## src/hdl/otrc_pkg.sv

```systemverilog
// Shared constants for the oscillator trim and reference control block
package otrc_pkg;
    localparam int unsigned ADDR_W          = 4;
    localparam int unsigned DATA_W          = 32;
    localparam int unsigned TRIM_W          = 6;
    localparam int unsigned GAIN_W          = 2;
    localparam int unsigned STABLE_CNT_W    = 8;
    // Byte offsets of the registers
    localparam logic [ADDR_W-1:0] OFS_TRIM  = 4'h0;
    localparam logic [ADDR_W-1:0] OFS_REF   = 4'h4;
    // Field positions in the reference control register
    localparam int unsigned REF_READY_BIT   = 7;
    localparam int unsigned REF_ENABLE_BIT  = 6;
    localparam int unsigned REF_GAIN_LSB    = 0;
    // Reset values
    localparam logic [TRIM_W-1:0] TRIM_RESET = 6'h00;
    localparam logic [GAIN_W-1:0] GAIN_RESET = 2'h0;
    localparam logic              EN_RESET   = 1'b0;
    // Gain select codes
    localparam logic [GAIN_W-1:0] GAIN_OFF  = 2'h0;
    localparam logic [GAIN_W-1:0] GAIN_X1   = 2'h1;
    localparam logic [GAIN_W-1:0] GAIN_X2   = 2'h2;
    localparam logic [GAIN_W-1:0] GAIN_X4   = 2'h3;
    // Settling time of the reference before it reports ready
    localparam int unsigned CLK_MHZ         = 250;
    localparam int unsigned SETTLE_NS       = 200;
    localparam logic [STABLE_CNT_W-1:0] SETTLE_CYCLES =
        STABLE_CNT_W'((SETTLE_NS * CLK_MHZ + 999) / 1000);
    localparam logic [STABLE_CNT_W-1:0] CNT_ZERO = 8'h00;
    localparam logic [DATA_W-1:0] RD_UNMAPPED = 32'h00000000;
endpackage

```

## src/hdl/otrc_gain_decode.sv

```systemverilog
// One-hot decode of the reference gain select
`timescale 1ns/10ps
module otrc_gain_decode
    import otrc_pkg::*;
(
    // Select code
    input  wire logic [otrc_pkg::GAIN_W-1:0] gain_sel_in,
    input  wire logic                        enable_in,
    // One-hot level choice, all low means output off
    output logic      [2:0]                  level_onehot_out
);
    assign level_onehot_out[0] = enable_in && (gain_sel_in == GAIN_X1);
    assign level_onehot_out[1] = enable_in && (gain_sel_in == GAIN_X2);
    assign level_onehot_out[2] = enable_in && (gain_sel_in == GAIN_X4);
endmodule

```

## src/hdl/otrc_sync2.sv

```systemverilog
// Two-flip-flop synchroniser for one level from outside the clock domain
`timescale 1ns/10ps
module otrc_sync2
(
    // Clock, reset and enable
    input  wire logic mclk_in,
    input  wire logic reset_in,
    input  wire logic clk_en_in,
    // Level
    input  wire logic level_in,
    output logic      level_out
);
    logic stage1;

    always_ff @(posedge mclk_in or posedge reset_in)
    begin
        if (reset_in)
        begin
            stage1    <= 1'b0;
            level_out <= 1'b0;
        end
        else if (clk_en_in)
        begin
            stage1    <= level_in;
            level_out <= stage1;
        end
    end
endmodule

```

## src/hdl/otrc_top.sv

```systemverilog
// Oscillator trim and voltage reference control registers on Avalon-MM
// Function
// - Trim value held as six-bit signed two's complement number.
// - Trim register resets to zero.
// - Trim write applies at once; no stall of the bus. Here every access, trim write included, holds wait high for one cycle.
// - No flag or signal reports that a frequency shift finished.
// - Trim bits 7-6 ignore writes and read zero.
// - Bit 7 of reference control is read-only ready flag.
// - Standard-voltage variants read ready as one always. Here a read sampled on the first enabled edge after reset reads ready as zero.
// - Bit 6 is reference enable, read/write, cleared by reset.
// - Gain select: 00 off, 01 one, 10 two, 11 four times.
//
// The register offsets and the Avalon-MM slave port were left to the implementer.
`timescale 1ns/10ps
module otrc_top
    import otrc_pkg::*;
#(
    parameter bit STANDARD_VOLTAGE = 1'b0
)
(
    // Clock, reset, enable
    input  wire logic                        mclk_in,
    input  wire logic                        reset_in,
    input  wire logic                        clk_en_in,
    // Avalon-MM slave
    input  wire logic [otrc_pkg::ADDR_W-1:0] avs_address_in,
    input  wire logic                        avs_read_in,
    input  wire logic                        avs_write_in,
    input  wire logic [otrc_pkg::DATA_W-1:0] avs_writedata_in,
    input  wire logic [3:0]                  avs_byteenable_in,
    output logic      [otrc_pkg::DATA_W-1:0] avs_readdata_out,
    output logic                             avs_waitrequest_out,
    // Analogue status from the reference
    input  wire logic                        ref_stable_in,
    // Analogue controls
    output logic      [otrc_pkg::TRIM_W-1:0] oscillator_trim_out,
    output logic                             reference_enable_out,
    output logic      [otrc_pkg::GAIN_W-1:0] reference_gain_select_out,
    output logic      [2:0]                  reference_level_out
);
    logic [TRIM_W-1:0]       oscillator_trim;
    logic                    reference_enable;
    logic [GAIN_W-1:0]       reference_gain_select;
    logic [STABLE_CNT_W-1:0] settle_cnt;
    logic                    ref_stable_sync;
    logic                    reference_ready_flag;
    logic                    answered;
    logic [2:0]              level_onehot;

    wire hit_trim  = (avs_address_in == OFS_TRIM);
    wire hit_ref   = (avs_address_in == OFS_REF);
    wire access    = avs_read_in || avs_write_in;
    // One wait cycle, answer on the second edge of each request
    wire take      = access && answered;
    wire wr_lane0  = take && avs_write_in && avs_byteenable_in[0];
    wire wr_trim   = wr_lane0 && hit_trim;
    wire wr_ref    = wr_lane0 && hit_ref;

    wire [TRIM_W-1:0] next_trim   = avs_writedata_in[TRIM_W-1:0];
    wire              next_enable = avs_writedata_in[REF_ENABLE_BIT];
    wire [GAIN_W-1:0] next_gain   = avs_writedata_in[REF_GAIN_LSB +: GAIN_W];

    // Ready is decided by hardware only; no write path reaches it
    wire ready_now = STANDARD_VOLTAGE ? 1'b1 :
                     (reference_enable && ref_stable_sync && (settle_cnt == CNT_ZERO));

    wire [7:0] trim_rd = {2'h0, oscillator_trim};
    wire [7:0] ref_rd  = {reference_ready_flag, reference_enable,
                          4'h0, reference_gain_select};
    wire [DATA_W-1:0] next_rd = hit_trim ? {24'h000000, trim_rd} :
                                hit_ref  ? {24'h000000, ref_rd}  : RD_UNMAPPED;

    otrc_sync2 u_sync
    (
        .mclk_in   (mclk_in),
        .reset_in  (reset_in),
        .clk_en_in (clk_en_in),
        .level_in  (ref_stable_in),
        .level_out (ref_stable_sync)
    );

    otrc_gain_decode u_dec
    (
        .gain_sel_in      (reference_gain_select),
        .enable_in        (reference_enable),
        .level_onehot_out (level_onehot)
    );

    // Bus handshake
    always_ff @(posedge mclk_in or posedge reset_in)
    begin
        if (reset_in)
        begin
            answered            <= 1'b0;
            avs_waitrequest_out <= 1'b1;
            avs_readdata_out    <= RD_UNMAPPED;
        end
        else if (clk_en_in)
        begin
            answered            <= access && !answered;
            avs_waitrequest_out <= !(access && !answered);
            avs_readdata_out    <= next_rd;
        end
    end

    // Trim register
    always_ff @(posedge mclk_in or posedge reset_in)
    begin
        if (reset_in)
            oscillator_trim <= TRIM_RESET;
        else if (clk_en_in && wr_trim)
            oscillator_trim <= next_trim;
    end

    // Reference control register
    always_ff @(posedge mclk_in or posedge reset_in)
    begin
        if (reset_in)
        begin
            reference_enable      <= EN_RESET;
            reference_gain_select <= GAIN_RESET;
        end
        else if (clk_en_in && wr_ref)
        begin
            reference_enable      <= next_enable;
            reference_gain_select <= next_gain;
        end
    end

    // Settling count after enable
    always_ff @(posedge mclk_in or posedge reset_in)
    begin
        if (reset_in)
            settle_cnt <= SETTLE_CYCLES;
        else if (clk_en_in)
        begin
            if (!reference_enable)
                settle_cnt <= SETTLE_CYCLES;
            else if (settle_cnt != CNT_ZERO)
                settle_cnt <= settle_cnt - 8'h01;
        end
    end

    always_ff @(posedge mclk_in or posedge reset_in)
    begin
        if (reset_in)
            reference_ready_flag <= 1'b0;
        else if (clk_en_in)
            reference_ready_flag <= ready_now;
    end

    // Trim, enable and gain outputs mirror the stored fields in next-value form; level output lags the stored fields by one cycle
    always_ff @(posedge mclk_in or posedge reset_in)
    begin
        if (reset_in)
        begin
            oscillator_trim_out       <= TRIM_RESET;
            reference_enable_out      <= EN_RESET;
            reference_gain_select_out <= GAIN_RESET;
            reference_level_out       <= 3'h0;
        end
        else if (clk_en_in)
        begin
            oscillator_trim_out       <= wr_trim ? next_trim : oscillator_trim;
            reference_enable_out      <= wr_ref ? next_enable : reference_enable;
            reference_gain_select_out <= wr_ref ? next_gain : reference_gain_select;
            reference_level_out       <= level_onehot;
        end
    end
endmodule
```

## config.mk

```make
export PLATFORM = sky130hd
export DESIGN_NAME = otrc_top
export DESIGN_NICKNAME = d
export VERILOG_FILES = /design/src/hdl/otrc_pkg.sv /design/src/hdl/otrc_gain_decode.sv /design/src/hdl/otrc_sync2.sv /design/src/hdl/otrc_top.sv
export SDC_FILE = /design/constraint.sdc
export NUM_CORES = 1
export LEC_CHECK = 0
export ABC_CLOCK_PERIOD_IN_PS = 2100
export BUFFER_PORTS_ARGS = -buffer_cell sky130_fd_sc_hd__buf_4
export CAP_MARGIN = 10
export CORE_MARGIN = 3
export CORE_UTILIZATION = 40
export CTS_BUF_LIST = sky130_fd_sc_hd__clkbuf_8 sky130_fd_sc_hd__clkbuf_16
export DETAILED_ROUTE_END_ITERATION = 6
export GPL_TIMING_DRIVEN = 0
export PLACE_DENSITY = 0.69
export RECOVER_POWER = 50
export SYNTH_ARGS = -nofsm -noshare
export SYNTH_HDL_FRONTEND = slang
export SYNTH_SLANG_ARGS = --single-unit
```

## constraint.sdc

```tcl
create_clock -name mclk_in -period 2.1 [get_ports mclk_in]
set_clock_uncertainty 0.05 [all_clocks]
set_input_delay 0.105 -clock mclk_in [delete_from_list [all_inputs] [get_ports mclk_in]]
set_output_delay 0.105 -clock mclk_in [all_outputs]
set_load 0.02 [all_outputs]
```

==> impl_metrics.yaml, run 1 <==
synthesis:
  synth-compound-area-share_pct: 11.9
  synthTopCellsByArea: "dfrtp_1 (44%), buf_4 (8.8%), dfstp_2 (4.9%)"
  synth_most_common_cell: "dfrtp_1"
  avgSynthCellArea_um2: 10.6
  synthArstFlopShare_pct: 100
  synth_ff_type: "dfrtp_1"
  synth_edf_count: 0
  synthTopCellsByCount: "dfrtp_1 (38), nand2_1 (26), buf_4 (25), nor2_1 (19), o2bb2ai_1 (8)"
  yosysUniqueCellTypes: 42
  yosys-mux-area-fraction_pct: 9.19
  syn_inst: 201
  synth_xor_area_share_pct: 0.410
  netlist.area_leader.share_pct: 44.5
  yosysSeqAreaShare_pct: 49.4
  synth_area_um2: 2140
  synth_top_family_by_area: "simple AND/OR/NAND/NOR gates"
  synthAdderAreaFrac_pct: 1.17
  synth_seq_cells: 42
  synthSimpleGateAreaFrac_pct: 16.6
  yosysWarningCount: 0
  synth_top_area_cell: "dfrtp_1"
floorplan:
  fp.coreArea_um2: 4940
  die_h_um: 79.1
  rows: 25
  die_area_um2: 6260
  die_w_um: 79.1
  initial_core_util_pct: 43.2
  ios: 91
layout:
  post-route-util_pct: 55.2
  area_growth_pct: 27.7
  nFillCells: 488
  diodes: 0
  finalNetCount: 324
  fin_area_um2: 2730
  layout-drive-gt1-share_pct: 32.1
clock_tree:
  cts-resized-gates: 0
  cts.clk_slew.worst_paths_ns: 0.08
  clock_sinks: 42
  tritoncts: "yes"
  cts_buffer_depth: 2
  cts-root-buf: "clkbuf_8"
  htreeDepth: 2
  clock_latency_ns: 0.29
  numCtsBuffers: 5
placement:
  place_hpwl_um: 3330
  dpl-instance-area_um2: 2610
  routabilityCongestion: 0.742
  port_buffers: 37
timing:
  slew_violations: 0
  whs_ns: 0.0232
  finalSetupTns_ns: 0
  tightest_slew_ns: 1.03
  fmax_mhz: 610
  slew_headroom_pct: 31.3
  finalSetupViolCount: 0
  hold_viol: 0
  rsz0062_at_grt: "false"
  period_share_pct: 78.0
  fin_crit_ns: 1.64
drt:
  drt-wirelength-per-cell_um: 13.8
  firstDrtPassIters: 4
  drc: 0
  ant_nets: 0
  first_iter_violations: 64
  routed-via-count: 1615
  viasPerCell: 4.69
  wl_um: 4740
hold_path:
  hp-class: "in -> reg"
  worstHoldStart: "avs_writedata_in[1]"
  whs_path_depth: 2
  hold-path-endpoint: "oscillator_trim[1]"
power:
  ir_drop_mv: 0.346
  p_per_area_nw_per_um2: 620
  power_mw: 1.69
  p_leak_nw: 1.31
critical_path:
  r2r_cells: 6
  startpoint_type: "flop"
  path_class: "reg -> reg"
  worstPathArrival_ns: 1.78
  crit_path_end_kind: "flop"
  worstReg2RegEnd: "settle_cnt[7]"
  reg2reg_setup_slack_ns: 0.46
  reg2reg_from: "settle_cnt[1]"
  cp_max_fo: 6
  worstPathRequired_ns: 2.24
grt:
  grt_max_degree: 43
  grt_overflow: 0
  grt_pass1_wl_um: 7860
  antenna_found_initial: 0
  grt_pass1_vias: 1579
  grtUsageTotal_pct: 16.1
run:
  maxCapViolations: 0
outcome:
  status: "finished, final reports clean"
## flip-flops by register name, indices dropped and copies added (netlist names)
| name | count |
|---|---|
| reference_gain_select_out | 2 |
| reference_ready_flag | 1 |
| reference_enable | 1 |
| avs_readdata_out | 8 |
| avs_waitrequest_out | 1 |
| settle_cnt | 8 |
| oscillator_trim_out | 6 |
| answered | 1 |
| u_sync.stage1 | 1 |
| reference_gain_select | 2 |
| reference_level_out | 3 |
| u_sync.level_out | 1 |
| oscillator_trim | 6 |
| reference_enable_out | 1 |
## worst max path at each step
stage	from	endpoint	slack, ns	cells past startpoint
floorplan	settle_cnt[1]	settle_cnt[7]	0.55	6
global placement	reset_in	reference_gain_select_out[1]	0.35	2
detailed placement	avs_address_in[1]	oscillator_trim[0]	0.39	5
CTS	settle_cnt[1]	settle_cnt[1]	0.45	6
global route	settle_cnt[1]	settle_cnt[1]	0.33	6
finish	settle_cnt[1]	settle_cnt[7]	0.46	6
## cell type report
cell class                 count  area [um^2]  share of cell area [%]
sequential                    42         1060                    38.7
multi-input combinational    144          931                    34.1
tap                           67         83.8                    3.07
clock buffer                   5         68.8                    2.52
buffer                        31          206                    7.57
timing repair buffer          45          345                    12.7
inverter                       7         26.3                   0.963
clock inverter                 3         11.3                   0.413
## critical path: stages, from the launching register on
cell      delay, ns
dfstp_2        0.55
inv_1          0.06
ha_1           0.17
and4bb_2       0.28
nor4b_4        0.23
xnor2_1        0.14
nor2_1         0.05
## metrics by stage
| stage | cells | worst slack, ns |
|---|---|---|
| global route | 344 | 0.325 |
| finish | 344 | 0.461 |
| CTS | 344 | 0.453 |
| floorplan | 224 | 0.549 |
| global placement | 328 | 0.350 |
| detailed placement | 329 | 0.393 |
## cells in the final DEF (no fill, tap or decap), drive strengths merged
cell | Yosys | final
a211oi | 2 | 2
a21oi | 6 | 6
a221o | 1 | 1
a221oi | 2 | 2
a22o | 2 | 2
a31oi | 6 | 6
a32o | 1 | 1
a41oi | 1 | 1
and4bb | 1 | 1
buf | 25 | 58
clkbuf | 6 | 16
clkinv | 1 | 1
conb | 1 | 24
dfrtp | 38 | 38
dfstp | 4 | 4
dlygate4sd3 | 0 | 7
ha | 2 | 2
inv | 6 | 9
mux2 | 11 | 11
mux2i | 5 | 5
nand2 | 27 | 27
nand2b | 2 | 2
nand3 | 2 | 2
nand4 | 1 | 1
nor2 | 21 | 21
nor3 | 4 | 4
nor3b | 1 | 1
nor4 | 2 | 2
nor4b | 2 | 2
o211ai | 1 | 1
o21a | 1 | 1
o21ai | 3 | 3
o221ai | 1 | 1
o2bb2ai | 8 | 8
or4 | 1 | 1
or4b | 2 | 2
xnor2 | 1 | 1
## repair_timing
| item | in CTS | in global routing |
|---|---|---|
| hold buffers | 7 | 0 |
| hold endpoints to repair | 45 | 0 |
| buffers inserted | 0 | 0 |
## logic make-up (layout without fill, tap and decap cells)
group / count (synthesis) / count (layout)
mux: 16 / 16
compound gates: 35 / 35
xor+xnor: 1 / 1
simple gates: 66 / 66
flops: 42 / 42
buf+inv: 38 / 91
other cells: 1 / 24
fa+ha+maj: 2 / 2
## power by group
part	switching [mW]	internal, mW
Clock	0.269	0.222
Sequential	0.0327	0.857
Combinational	0.173	0.137
## metal layers
metal / vias up / GRT usage [%] / wire [um]
met2: 37 / 26.9 / 2290
met1: 765 / 20.8 / 2210
met4: 0 / 5.67 / 42
li1: 807 / - / -
met3: 6 / 3.17 / 197
met5: - / 0 / 0
No activity file was read; power rests on OpenSTA's default activity.
==> inputs of run 2 (changes only) <==
Settings changed: ABC_CLOCK_PERIOD_IN_PS 2100 to 1630.
Clock period 2.1 ns to 1.63 ns, I/O delays scaled along.
==> run 2 against run 1 <==
Flip-flop and latch count did not move; via count rose by 2.1%; wire length rose by 2.5%; maximum frequency rose by 2.6%; non-clock buffer count rose by 6; sequential share of layout area fell by 1.3 points; global-route usage rose by 0.097 points; cell count rose by 1.7%; critical path depth fell by 2; critical path type unchanged.
==> impl_metrics.yaml, run 2 (synthesis results as in run 1) <==
floorplan:
  initial_core_util_pct: 43.2
  fp.coreArea_um2: 4940
  die_w_um: 79.1
  rows: 25
  ios: 91
  die_area_um2: 6260
  die_h_um: 79.1
critical_path:
  path_class: "reg -> reg"
  crit_path_end_kind: "flop"
  worstReg2RegEnd: "settle_cnt[7]"
  reg2reg_from: "settle_cnt[1]"
  worstPathArrival_ns: 1.74
  worstPathRequired_ns: 1.77
  startpoint_type: "flop"
  r2r_cells: 4
  reg2reg_setup_slack_ns: 0.03
  cp_max_fo: 4
timing:
  fin_crit_ns: 1.60
  rsz0062_at_grt: "true"
  fmax_mhz: 626
  hold_viol: 0
  period_share_pct: 98.0
  finalSetupViolCount: 0
  tightest_slew_ns: 1.03
  slew_violations: 0
  slew_headroom_pct: 31.3
layout:
  fin_area_um2: 2820
  finalNetCount: 330
  reg.largest.list: "avs_readdata_out: 8 flops, settle_cnt: 8 flops"
  finalNonFillerCells: 350
  diodes: 0
  layout-drive-gt1-share_pct: 36.4
  layout_commonest_cell: "buf_4"
  layout_common_cells: "buf_4 (65), dfrtp_1 (37), nand2_1 (25)"
  area_growth_pct: 32.1
clock_tree:
  numCtsBuffers: 5
  cts.clk_slew.worst_paths_ns: 0.08
  tritoncts: "yes"
  clock_latency_ns: 0.30
  htreeDepth: 2
  clock_sinks: 42
  cts-root-buf: "clkbuf_8"
  cts_buffer_depth: 2
placement:
  placed_cells: 329
  port_buffers: 37
  routabilityCongestion: 0.742
  place_hpwl_um: 3330
  dpl-instance-area_um2: 2610
drt:
  routed-via-count: 1649
  viasPerCell: 4.71
  firstDrtPassIters: 4
  drc: 0
  ant_nets: 0
  first_iter_violations: 86
  wl_um: 4860
  drt-wirelength-per-cell_um: 13.9
hold_path:
  hp-class: "in -> reg"
  worstHoldStart: "avs_read_in"
  whs_path_depth: 3
  hold-path-endpoint: "avs_waitrequest_out"
grt:
  antenna_found_initial: 0
  grt_pass1_vias: 1602
  grtUsageTotal_pct: 16.2
  grt_pass1_wl_um: 7910
  grt_max_degree: 43
  grt_overflow: 0
run:
  maxCapViolations: 0
outcome:
  status: "finished, final reports clean"
power:
  p_per_area_nw_per_um2: 782
  p_leak_nw: 1.35
  ir_drop_mv: 0.448
## run 2: cell count changes in the layout (fill, tap and decap cells not counted), sizes merged
cell         previous run  this run
buf                    58        65
clkbuf                 16        13
dlygate4sd3             7         9
## run 2: per-layer routing
metal	part of all wire [%]	track usage, %	vias to the layer above	routed length, um
met4	1.4	5.67	0	67
met2	48	27.3	43	2320
met5	0	0	-	0
li1	-	-	819	-
met3	4.9	3.17	8	240
met1	46	20.8	779	2230
## run 2: worst max path at each step
stage | slack, ns | endpoint | startpoint | cells after the start
after floorplan | 0.08 | settle_cnt[7] | settle_cnt[1] | 6
after global placement | -0.1 | reference_gain_select_out[1] | reset_in | 2
after detailed placement | -0.05 | oscillator_trim[0] | avs_address_in[1] | 5
after CTS | -0.003 | settle_cnt[7] | settle_cnt[1] | 6
after global routing | -0.04 | settle_cnt[6] | settle_cnt[2] | 5
final | 0.03 | settle_cnt[7] | settle_cnt[1] | 4
## run 2: final cells by class
class / instances / area (um^2)
multi-input combinational: 144 / 963
clock inverter: 3 / 11.3
fill: 476 / 2120
buffer: 31 / 210
timing repair buffer: 51 / 403
sequential: 42 / 1060
clock buffer: 5 / 68.8
inverter: 7 / 26.3
tap: 67 / 83.8
## run 2: where the power goes
group	internal (mW)	total (mW)	leakage [nW]	switching, mW
registers	1.10	1.15	0.547	0.0440
clock network	0.286	0.643	0.0519	0.357
logic	0.189	0.417	0.748	0.228
total	1.58	2.21	1.35	0.629
## run 2: repair_timing
item / CTS / global route
gates resized for setup: 3 / 6
hold buffers: 9 / 0
endpoints found under the hold margin: 49 / 0
cloned: 0 / 0
endpoints found under the setup margin: 2 / 8
pin swaps: 3 / 5
buffers inserted: 2 / 2
## run 2: metrics by stage
stage | hold WS [ns] | worst slack [ns] | total power, mW | utilization [%] | setup TNS (ns)
after floorplan | 0.178 | 0.0792 | 1.43 | - | 0
after CTS | 0.0107 | -0.00278 | 2.22 | 56.7 | -0.00278
final | 0.00804 | 0.0322 | 2.21 | 57.1 | 0
after global placement | 0.275 | -0.0965 | 1.55 | 52.3 | -3.83
after global routing | 0.0379 | -0.0397 | 2.30 | 57.1 | -0.0909
after detailed placement | 0.0852 | -0.0533 | 1.56 | 52.7 | -0.301
## run 2: worst max-delay path: stages (launching register included)
cell and delay [ns]:
dfstp_2 0.39, or4b_4 0.58, nor4b_4 0.28, xnor2_1 0.14, nor2_1 0.05
